## src/logic/card_xfer_pkg.sv

```systemverilog
// Shared constants and types of the parameter card transfer controller
package card_xfer_pkg;

	// ==========================================
	// Register bus and map
	localparam int         ADDR_W   = 4;
	localparam int         DATA_W   = 32;
	localparam logic [3:0] OFS_CMD  = 4'h0; // Command entry, read/write
	localparam logic [3:0] OFS_MODE = 4'h4; // Card mode, read/write
	localparam logic [3:0] OFS_STAT = 4'h8; // Status, read only
	localparam logic [3:0] OFS_TRIP = 4'hC; // Trip code, write clears

	// Status bit positions
	localparam int STAT_BUSY    = 0;
	localparam int STAT_PRESENT = 1;
	localparam int STAT_RO      = 2;
	localparam int STAT_SUP     = 3;

	// ==========================================
	// Command codes (decimal values in comments)
	localparam logic [13:0] CODE_BOOT_DIFF = 14'h07D1; // 2001
	localparam logic [13:0] CODE_CLR_SUP   = 14'h2553; // 9555
	localparam logic [13:0] CODE_SET_SUP   = 14'h25C2; // 9666
	localparam logic [13:0] CODE_CLR_RO    = 14'h2631; // 9777
	localparam logic [13:0] CODE_SET_RO    = 14'h26A0; // 9888
	localparam logic [13:0] CODE_ERASE_ALL = 14'h270F; // 9999
	localparam logic [13:0] CODE_DIV      = 14'h03E8; // 1000
	localparam logic [13:0] CMD_RESET     = 14'h0000;

	// ==========================================
	// Block numbering and card size
	localparam logic [9:0]  BLK_FIRST    = 10'h001; // 1
	localparam logic [9:0]  BLK_LAST     = 10'h3E7; // 999
	localparam logic [9:0]  BLK_RO_FIRST = 10'h1F4; // 500
	localparam int          CARD_MIN_KB  = 4;
	localparam int          CARD_MAX_KB  = 512;
	localparam int          PAGE_BYTES   = 16;
	localparam logic [15:0] CAP_MIN_PG   = 16'(CARD_MIN_KB * 1024 / PAGE_BYTES);
	localparam logic [15:0] CAP_MAX_PG   = 16'(CARD_MAX_KB * 1024 / PAGE_BYTES);

	// ==========================================
	// Modes, sizes and the user menu
	localparam logic [1:0] MODE_NONE  = 2'h0;
	localparam logic [1:0] MODE_PROG  = 2'h2;
	localparam logic [2:0] DIFF_BYTES = 3'h6; // Bytes per changed entry
	localparam logic [7:0] MENU_USER  = 8'h14; // Menu 20

	// Card operations issued to the card engine
	typedef enum logic [3:0] {
		OP_NONE, OP_STORE_FULL, OP_STORE_DIFF, OP_STORE_PROG, OP_READ,
		OP_ERASE, OP_ERASE_ALL, OP_COMPARE, OP_SET_SUP, OP_CLR_SUP,
		OP_SET_RO, OP_CLR_RO
	} card_op_e;

	// Trip codes shown in the trip register
	typedef enum logic [3:0] {
		TRIP_NONE, TRIP_PROTECT, TRIP_EXISTS, TRIP_COMPARE, TRIP_OPTION,
		TRIP_RATING, TRIP_REMOVED, TRIP_RANGE, TRIP_CARD, TRIP_FAIL
	} trip_e;

	// Sequencer states
	typedef enum logic [1:0] {ST_IDLE, ST_CHECK, ST_XFER} xfer_state_e;

endpackage

```

## src/logic/param_card_transfer_ctrl.sv

```systemverilog
// Command interpreter moving parameter sets between drive and memory card
`timescale 1ns/1ps
module param_card_transfer_ctrl
	import card_xfer_pkg::*;
#(
	parameter logic [2:0] FULL_BYTES = 3'h4 // Bytes per full-set entry
)
(
	input  wire logic              clk_sys,
	input  wire logic              reset_n,
	// Register port
	input  wire logic [ADDR_W-1:0] reg_addr,
	input  wire logic [DATA_W-1:0] reg_wdata,
	input  wire logic              reg_wr,
	input  wire logic              reg_rd,
	output logic      [DATA_W-1:0] reg_rdata,
	// Drive reset request, triggers the command
	input  wire logic              drive_reset,
	// Card slot pin
	input  wire logic              card_present_pin,
	// Card engine status
	input  wire logic       [15:0] card_cap_pages,
	input  wire logic              card_ro,
	input  wire logic              card_sup,
	input  wire logic              card_exists,
	input  wire logic              card_done,
	input  wire logic              card_fail,
	input  wire logic              card_fmt_diff,
	input  wire logic        [2:0] card_slot_diff,
	input  wire logic              card_volt_diff,
	input  wire logic              card_curr_diff,
	input  wire logic              card_file_full,
	// Card engine command
	output logic                   card_start,
	output logic                   card_active,
	output card_op_e               card_op,
	output logic             [9:0] card_block,
	output logic                   card_boot,
	output logic                   card_overwrite,
	// Parameter entry stream
	input  wire logic              par_valid,
	input  wire logic        [7:0] par_menu,
	input  wire logic        [7:0] par_idx,
	input  wire logic              par_ks,
	input  wire logic              par_pds,
	input  wire logic              par_nc,
	input  wire logic              par_sb,
	input  wire logic              par_changed,
	output logic                   par_ready,
	output logic                   apply_valid,
	output logic             [7:0] apply_menu,
	output logic             [7:0] apply_idx,
	output logic             [2:0] apply_len,
	// Drive side results
	output logic                   nv_save,
	output logic             [2:0] slot_default,
	output logic                   busy
);

	// ==========================================
	// State
	typedef struct packed {
		logic              pres1;     // Presence sync, first stage
		logic              pres2;     // Presence sync, second stage
		logic [13:0]       cmd;       // command_entry_parameter
		logic [1:0]        mode;      // Card mode
		trip_e             trip;      // Latched trip
		xfer_state_e       state;     // Sequencer
		card_op_e          op;        // Operation in hand
		logic [9:0]        blk;       // Block in hand
		logic              boot;      // Bootable block
		logic              ovw;       // Overwrite allowed
		logic              from_mode; // Started by card mode
		logic              start;     // Engine start pulse
		logic              active;    // Card access window
		logic              ready;     // Stream ready
		logic              apv;       // Entry out
		logic [7:0]        apm;       // Entry menu
		logic [7:0]        api;       // Entry index
		logic [2:0]        apl;       // Entry length
		logic              nv;        // Save pulse
		logic [2:0]        slots;     // Slots left at defaults
		logic [DATA_W-1:0] rdata;     // Read data
	} state_s;

	state_s   q;         // Registered state
	state_s   d;         // Next state
	card_op_e dec_op;    // Decoded operation
	logic     dec_boot;  // Decoded bootable flag
	logic [9:0] dec_blk; // Decoded block
	logic [3:0] digit;   // Leading digit
	logic     is_write;  // Operation writes or erases
	logic     is_store;  // Operation stores a block
	logic     blk_op;    // Operation names a block
	logic     take;      // Filter decision

	// ==========================================
	// Code decoding
	// Leading digit picks the action, the rest the block
	always_comb
	begin
		digit    = 4'(q.cmd / CODE_DIV);
		dec_blk  = 10'(q.cmd % CODE_DIV);
		dec_boot = 1'b0;
		case (digit)
			4'h2:
			begin
				// Only 2001 is defined in the 2000 range
				dec_op   = (q.cmd == CODE_BOOT_DIFF) ? OP_STORE_DIFF : OP_NONE;
				dec_boot = (q.cmd == CODE_BOOT_DIFF);
			end
			4'h3: dec_op = OP_STORE_FULL;
			4'h4: dec_op = OP_STORE_DIFF;
			4'h5: dec_op = OP_STORE_PROG;
			4'h6: dec_op = OP_READ;
			4'h7: dec_op = OP_ERASE;
			4'h8: dec_op = OP_COMPARE;
			4'h9:
			begin
				// Card wide codes
				case (q.cmd)
					CODE_CLR_SUP:   dec_op = OP_CLR_SUP;
					CODE_SET_SUP:   dec_op = OP_SET_SUP;
					CODE_CLR_RO:    dec_op = OP_CLR_RO;
					CODE_SET_RO:    dec_op = OP_SET_RO;
					CODE_ERASE_ALL: dec_op = OP_ERASE_ALL;
					default:        dec_op = OP_NONE;
				endcase
			end
			default: dec_op = OP_NONE;
		endcase
	end

	// Operation classes
	assign is_store = (q.op == OP_STORE_FULL) || (q.op == OP_STORE_DIFF)
		|| (q.op == OP_STORE_PROG);
	assign is_write = is_store || (q.op == OP_ERASE) || (q.op == OP_ERASE_ALL);
	assign blk_op   = is_store || (q.op == OP_READ) || (q.op == OP_ERASE)
		|| (q.op == OP_COMPARE);

	// ==========================================
	// Entry filter
	param_filter u_filter (
		.op_full   (q.op == OP_STORE_FULL),
		.op_diff   (q.op == OP_STORE_DIFF),
		.op_read   (q.op == OP_READ),
		.file_full (card_file_full),
		.volt_diff (card_volt_diff),
		.curr_diff (card_curr_diff),
		.menu      (par_menu),
		.idx       (par_idx),
		.ks        (par_ks),
		.pds       (par_pds),
		.nc        (par_nc),
		.sb        (par_sb),
		.changed   (par_changed),
		.take      (take)
	);

	// ==========================================
	// Next state
	always_comb
	begin
		d       = q;
		d.pres1 = card_present_pin;
		d.pres2 = q.pres1;
		d.start = 1'b0;
		d.apv   = 1'b0;
		d.nv    = 1'b0;
		d.rdata = '0;
		// Register writes; hardware trips below win over a clear
		if (reg_wr)
		begin
			case (reg_addr)
				OFS_CMD:  d.cmd  = reg_wdata[13:0];
				OFS_MODE: d.mode = reg_wdata[1:0];
				OFS_TRIP: d.trip = TRIP_NONE;
				default:  ;
			endcase
		end
		// Register reads, unmapped read as zero
		if (reg_rd)
		begin
			case (reg_addr)
				OFS_CMD:  d.rdata[13:0] = q.cmd;
				OFS_MODE: d.rdata[1:0]  = q.mode;
				OFS_TRIP: d.rdata[3:0]  = q.trip;
				OFS_STAT:
				begin
					d.rdata[STAT_BUSY]    = (q.state != ST_IDLE);
					d.rdata[STAT_PRESENT] = q.pres2;
					d.rdata[STAT_RO]      = card_ro;
					d.rdata[STAT_SUP]     = card_sup;
				end
				default:  ;
			endcase
		end
		// Sequencer
		case (q.state)
			ST_IDLE:
			begin
				// Drive reset picks up the pending command
				if (drive_reset)
				begin
					d.from_mode = 1'b0;
					if (q.mode == MODE_PROG)
					begin
						// Card mode store into block 1 with overwrite
						d.op        = OP_STORE_FULL;
						d.blk       = BLK_FIRST;
						d.boot      = 1'b0;
						d.ovw       = 1'b1;
						d.from_mode = 1'b1;
						d.state     = ST_CHECK;
					end
					else if (dec_op != OP_NONE)
					begin
						d.op    = dec_op;
						d.blk   = dec_boot ? BLK_FIRST : dec_blk;
						d.boot  = dec_boot;
						d.ovw   = dec_boot;
						d.state = ST_CHECK;
					end
				end
			end
			ST_CHECK:
			begin
				d.state = ST_IDLE;
				if (!q.pres2)
					d.trip = TRIP_CARD;
				else if (card_cap_pages < CAP_MIN_PG || card_cap_pages > CAP_MAX_PG)
					d.trip = TRIP_CARD;
				else if (card_ro && is_write)
					d.trip = TRIP_PROTECT;
				else if (card_ro && q.op != OP_READ && q.op != OP_CLR_RO)
					d.trip = q.trip; // Ignored while protected
				else if (blk_op && (q.blk < BLK_FIRST || q.blk > BLK_LAST))
					d.trip = TRIP_RANGE;
				else if (is_write && q.op != OP_ERASE_ALL && q.blk >= BLK_RO_FIRST)
					d.trip = TRIP_PROTECT;
				else if (is_store && card_exists && !q.ovw)
					d.trip = TRIP_EXISTS;
				else
				begin
					// Open the card window and start the engine
					d.start  = 1'b1;
					d.active = 1'b1;
					d.ready  = is_store || (q.op == OP_READ);
					d.state  = ST_XFER;
				end
			end
			ST_XFER:
			begin
				// Filtered entries pass to the store or the drive
				if (q.ready && par_valid && take)
				begin
					d.apv = 1'b1;
					d.apm = par_menu;
					d.api = par_idx;
					d.apl = (q.op == OP_STORE_DIFF) ? DIFF_BYTES : FULL_BYTES;
				end
				if (!q.pres2)
				begin
					// Card pulled out, abandon the transfer
					d.trip   = TRIP_REMOVED;
					d.active = 1'b0;
					d.ready  = 1'b0;
					d.state  = ST_IDLE;
				end
				else if (card_done)
				begin
					d.active = 1'b0;
					d.ready  = 1'b0;
					d.state  = ST_IDLE;
					if (q.from_mode)
						d.mode = MODE_NONE;
					if (q.op == OP_COMPARE)
					begin
						// Other block formats never compare equal
						if (card_fail || card_fmt_diff)
							d.trip = TRIP_COMPARE;
						else
							d.cmd = CMD_RESET;
					end
					else if (card_fail)
						d.trip = TRIP_FAIL;
					else if (q.op == OP_READ)
					begin
						// Into working and nonvolatile memory at once
						d.nv    = 1'b1;
						d.slots = card_slot_diff;
						if (card_slot_diff != 3'h0 && !card_sup)
							d.trip = TRIP_OPTION;
						else if ((card_volt_diff || card_curr_diff) && !card_sup)
							d.trip = TRIP_RATING;
					end
				end
			end
			default: d.state = ST_IDLE;
		endcase
	end

	// ==========================================
	// State register
	always_ff @(posedge clk_sys or negedge reset_n)
	begin
		if (!reset_n)
		begin
			q       <= '0;
			q.trip  <= TRIP_NONE;
			q.state <= ST_IDLE;
			q.op    <= OP_NONE;
		end
		else
			q <= d;
	end

	// ==========================================
	// Outputs
	assign reg_rdata      = q.rdata;
	assign card_start     = q.start;
	assign card_active    = q.active;
	assign card_op        = q.op;
	assign card_block     = q.blk;
	assign card_boot      = q.boot;
	assign card_overwrite = q.ovw;
	assign par_ready      = q.ready;
	assign apply_valid    = q.apv;
	assign apply_menu     = q.apm;
	assign apply_idx      = q.api;
	assign apply_len      = q.apl;
	assign nv_save        = q.nv;
	assign slot_default   = q.slots;
	assign busy           = q.active;
endmodule // param_card_transfer_ctrl

```

## src/logic/param_filter.sv

```systemverilog
// Per-entry decision whether a parameter travels to or from the card
`timescale 1ns/1ps
module param_filter
	import card_xfer_pkg::*;
(
	input  wire logic       op_full,    // Full-set store
	input  wire logic       op_diff,    // Difference store
	input  wire logic       op_read,    // Card to drive
	input  wire logic       file_full,  // Card file is a full set
	input  wire logic       volt_diff,  // Voltage rating differs
	input  wire logic       curr_diff,  // Current rating differs
	input  wire logic [7:0] menu,       // Menu number
	input  wire logic [7:0] idx,        // Index in menu
	input  wire logic       ks,         // kept_setting_flag
	input  wire logic       pds,        // power_down_save_flag
	input  wire logic       nc,         // Not-copied flag
	input  wire logic       sb,         // size_bound_flag
	input  wire logic       changed,    // Differs from defaults
	output logic            take        // Entry is transferred
);

	// ==========================================
	// Selection
	logic user_menu; // Menu 20, command entry excluded
	logic rated;     // Rating bound entry with rating mismatch

	// Menu 20 entries ride along in difference files
	assign user_menu = (menu == MENU_USER) && (idx != 8'h00);
	assign rated     = sb && (volt_diff || curr_diff);

	// Decision per operation
	always_comb
	begin
		take = 1'b0;
		if (op_full)
			take = ks && !nc && !pds;
		else if (op_diff)
			take = !pds && changed && ((ks && !nc) || user_menu);
		else if (op_read)
			// Full sets drop rated entries, diff sets keep them on current only
			take = !rated || (!file_full && !volt_diff);
	end

endmodule // param_filter

```

## config.mk

```make
export PLATFORM = sky130hd
export DESIGN_NAME = param_card_transfer_ctrl
export DESIGN_NICKNAME = d
export VERILOG_FILES = /design/src/logic/card_xfer_pkg.sv /design/src/logic/param_card_transfer_ctrl.sv /design/src/logic/param_filter.sv
export SDC_FILE = /design/constraint.sdc
export NUM_CORES = 1
export LEC_CHECK = 0
export ABC_AREA = 0
export BUFFER_PORTS_ARGS = -buffer_cell sky130_fd_sc_hd__buf_4
export CORE_MARGIN = 2
export CORE_UTILIZATION = 58
export DETAILED_ROUTE_END_ITERATION = 10
export GPL_TIMING_DRIVEN = 0
export HOLD_SLACK_MARGIN = 0.12
export PLACE_DENSITY = 0.88
export SYNTH_ARGS = -nofsm -noshare
export SYNTH_HDL_FRONTEND = slang
export SYNTH_SLANG_ARGS = --single-unit
```

## constraint.sdc

```tcl
create_clock -name clk_sys -period 10.3 [get_ports clk_sys]
set_input_delay 1.545 -clock clk_sys [delete_from_list [all_inputs] [get_ports clk_sys]]
set_output_delay 1.545 -clock clk_sys [all_outputs]
set_load 0.01 [all_outputs]
```

# == Yosys cells after proc, flatten, opt, wreduce, memory -nomap -nowiden ==
# Index checks and enable logic that the tools add are counted.
# word_totals
word_cells,193
input_bits,92
rom_bits,0
n_memories,0
reg_bits,82
mem_bits_rw,0
latchBits,0
# op_classes
magnitude_cmp,5
add_sub_neg,0
n_bitwise,2
n_shift,0
multipliers,0
reduce_logical,53
n_eq_ne,42
muxes,68
n_div,2
# op_table
operator,n
$mux W4,19
$eq A14 B14 Y1 const B,5
$mux W14,4
$mux W20,2
$eq A4 B3 Y1 const B,9
$mux W18,2
$mux W16,2
$pmux W4 S8,1
$mux W2,13
$mux W24,1
$mux W22,1
$mux W3,7
$mux W10,2
$pmux W4 S5,1
$logic_and A1 B1 Y1,19
$mux W19,1
$eq A4 B2 Y1 const B,4
$eq A4 B4 Y1 const B,4
$gt A16 B16 Y1 const B,1
$lt A16 B9 Y1 const B,1
$ne A2 B2 Y1 const B,8
$div A14 B10 Y14 const B,1
$eq A14 B11 Y1 const B,1
$mod A14 B10 Y14 const B,1
other kinds (30),62

# == Depth between registers and ports, before layout ==
# depth
depth_word,14
depth_mapped,16
mapped_depth_nobuf,12

# == Hierarchy ==
# A second synthesis with hierarchy kept.
# unflattened
cells_unflattened,677
area_unflattened_um2,5698.0
# by_module_without_submodules
module,instances,cells_per_inst,area_per_inst_um2
param_card_transfer_ctrl,1,663,5606.6
param_filter,1,14,91.3

# == Worst setup path before layout ==
# Ideal clock, no wire load.
# synth_path
path_kind,flip-flop to flip-flop
startpoint,register q[92] in the netlist's numbering
endpoint,"register q, in the netlist card_block[6]"
period_less_slack_ns,3.689
setup_time_ns,0.167
required_time_ns,10.133
path_stages_with_launch,15
t_arrival_ns,3.522
setup_slack_ns,6.611
n_path_buf,2
path_cell_list,dfrtp_1 -> buf_4 -> nor2_1 -> o21ai_2 -> a31oi_4 -> mux2_2 -> or4_1 -> nand3b_1 -> o2111ai_2 -> or3_4 -> o31ai_4 -> o31a_4 -> a21o_4 -> buf_6 -> o32ai_1
# synth_between
elab_chain_len,6
# synth_lines
element,line,rtl
"start, declared",param_card_transfer_ctrl.sv:86,state_s q;
"$div A14 B10 Y14, or another cell as far along",param_card_transfer_ctrl.sv:102,digit = 4'(q.cmd / CODE_DIV);
"$eq A4 B4 Y1, or another cell as far along",param_card_transfer_ctrl.sv:105,case (digit)
$pmux W4 S8 or $mux W1 (tied branches),param_card_transfer_ctrl.sv:105,
$reduce_bool A4 Y1 or $mux W10 (tied branches),"param_card_transfer_ctrl.sv:216, param_card_transfer_ctrl.sv:219",
$reduce_bool A2 Y1 (no line) or $mux W18 (tied branches),n/a,
$reduce_and A3 Y1 (no line) or $mux W18 (tied branches),n/a,
# Parallel ways exist; a longest one is shown, timed or not. The select of a mux whose other input is x is not followed.
# A chain may end at the register's enable or synchronous reset.

# == Worst setup path after layout ==
# layout_path
startpoint,register q[91] in the netlist's numbering
endpoint,"register q, in the netlist card_block[2]"
# The elaborated chain is that of the path after synthesis.

==> impl_results.md <==
- Crit path launch type: register
- CP required: between 10000 and 15000 ps
- Total CTS buffers: 9
- Initial antenna violation count: 0
- Synth warn: 0
- R2R Path Start: q[91]
- Leakage power: roughly 3.5 nW
- Post-route design area: 0.00747 mm²
- TritonRoute pass-1 iters: 5
- Area Overhead vs Synth: 22.9%
- Via count: approximately 6000
- Routed vias/inst: about 6
- Post-Synthesis Cells: 698
- First-pass GRT wire length: around 29000 µm
- Post-route ant nets: 0
- Final net count: 953
- Async S/R FF share, synth: 1.00
- Clock tree buffer depth: 2
- Critical path capture point type: register
- CTS tree: done
- R2r setup slk: approximately 5700 ps
- Fin crit share: 0.450
- # DRC: 0
- Overall die height: 106 µm
- Row count: 37
- Fin Hold WS: between 300 and 400 ps
- Clock root buffer: clkbuf_8
- Reg2Reg Depth: 14
- Hold Fails Final Rpt: 0
- Total Power: ~1.4 mW
- Seq/Total Area, Yosys: 0.334
- CTS clk-pin slew, worst paths: 80 ps
- Routability cong.: between 0.9 and 1
- Fmax: around 220 MHz
- Fillcell total: 760
- # diodes: 0
- Dpl cell area: 0.00730 mm²
- Final Slew Violations: 0
- PD cells: 193 mW/mm²
- Die area: about 0.011 mm²
- Commonest non-fill, non-tap cell in the layout: buf_4
- Largest net degree at the start of global routing: 82
- Synth cell types: 92
- Max VDD drop: approximately 0.087 mV
- Critical path class: register to register
- Critical Path Sink: card_block[2]
- H-tree depth: 3
- Hold_buf cts: 0
- Max FO, Critical Path: 10
- Setup TNS: 0 ps
- Avg Synthesized Cell Area: around 8.7 µm²
- Final min period: approximately 4600 ps
- Die width: approximately 110 µm
- Clock Skews: 7.45 ps
- Setup Buffers After CTS: 0
- Worst-Skew Late Latency: about 360 ps
- Non-Filler Instances: approximately 1000
- Ports: between 150 and 200
- Setup-failing EPs final: 0
- Placed cells: around 980
- Initial Utilization: 0.594
- CTS sink count: slightly above 80
- Top FF cell, synth: dfrtp_1
- Most frequent cells in the layout: buf_4, dfrtp_1, nand2_1, nor2_1
- Worst endpoint data arrival time: around 4800 ps
- Least-Margin Pin Slew: 1020 ps
- Reg2reg end: card_block[2]
- WL/cell: between 15 and 20 µm
- Status: finished, final reports clean
- Ratio of cells with drive above 1 in the final layout: 0.331
- Post-synth EDFFs: 0
- Max_cap viols: 0
- Unrepaired setup endpoints after global routing: no
- Hpwl dp: 13600 µm
- Total grt overflow: 0
- Total routed wirelength: ~18000 µm
- I/O Buffers: between 100 and 150
- Mapped cell area: just over 0.006 mm²
- Number of global-route vias before repair: roughly 5900
- DRT iter0 DRCs: about 480
- Crit. Startpoint: q[91]
- Post_cts resized: 0
- Slew HR: 0.320
- GR Util All Layers: 0.317
- Yosys reg bits: between 80 and 90
- Core footprint: 0.0102 mm²
- Hold WC Path Type: register to register
[through the flow]
step            util  setup slack [ps]
2_1_floorplan      -              6610
3_3_place_gp   0.712              5900
6_report       0.730              5670
4_1_cts        0.730              5750
5_1_grt        0.730              5410
3_5_place_dp   0.713              5790
[where the power goes]
part / internal, mW / total (mW) / switching (mW) / leakage (nW)
combinational: 0.341 / 0.767 / 0.426 / 2.30
clock: 0.107 / 0.220 / 0.113 / 0.0868
sequential: 0.383 / 0.455 / 0.0714 / 1.07
total: 0.831 / 1.44 / 0.610 / 3.45
[worst max-delay path, cell delays in order, from the launching register on]
cell      delay [ps]
dfrtp_1          420
buf_2            250
clkbuf_1         360
clkbuf_1         510
nand4_1          160
o221ai_1         130
a31oi_1          120
nor3_2           250
nand4_4          190
xnor2_1          660
o31ai_4          280
o31a_4           420
a21oi_2          380
buf_6            210
o32ai_1          100
[metal layers]
layer,routed length [µm],global-route usage,vias up
met4,441,0.128,0
met1,7130,0.388,2918
li1,-,-,2763
met2,8860,0.553,266
met3,1290,0.0540,43
met5,0,0,-
[cell usage after synthesis (8+ instances only)]
master    number  share of area
nor3_1        21          0.017
nand2_1       66          0.041
buf_4         70          0.086
nor2b_1       13          0.013
o32ai_1        8          0.012
o22ai_1        8         0.0082
mux2_2        23          0.043
inv_1         27          0.017
xnor2_1       10          0.014
and2_1         8         0.0082
nor4_1        14          0.014
nand2b_1       9         0.0093
nand3_1       23          0.019
a31oi_1        8         0.0082
nor2_1        43          0.027
and3_1         9         0.0093
dfrtp_1       81           0.33
clkbuf_1      18          0.011
o211ai_1       9          0.011
a21oi_1       35          0.029
o21ai_0       35          0.029
buf_2         10         0.0082
[kinds of logic after synthesis]
group,after synthesis,share of synthesized area
AOI/OAI and AO/OA,188,0.231
xor gates and xnor gates,14,0.0202
adders and majority gates,5,0.00989
buffers and inverters,132,0.131
DFF,81,0.334
muxes,31,0.0599
other,1,0.000617
and+or+nand+nor,246,0.214
[area by class of cell]
cell class	count	area, µm²	area share
timing repair buffer	130	976	0.131
tap	136	170	0.0228
inverter	27	101	0.0136
clock inverter	4	47.5	0.00637
clock buffer	9	124	0.0166
buffer	105	692	0.0927
sequential	81	2030	0.271
multi-input combinational	503	3330	0.446
[worst min-delay path by stage]
stage | end | cells after the start | startpoint
after floorplan | q[98] | 0 | d[98]
after global placement | q[98] | 0 | d[98]
after detailed placement | q[98] | 0 | d[98]
after CTS | q[98] | 0 | d[98]
after global routing | q[98] | 0 | d[98]
final | q[98] | 0 | d[98]
[state kept, by name, indices dropped and copies added, names as in the netlist]
name and flops:
apply_idx 8, apply_len 2, apply_menu 8, apply_valid 1, busy 1, card_block 10, card_boot 1, card_op 4
card_overwrite 1, card_start 1, d 1, nv_save 1, par_ready 1, q 24, reg_rdata 14, slot_default 3
(Power assumes the default switching activity.)
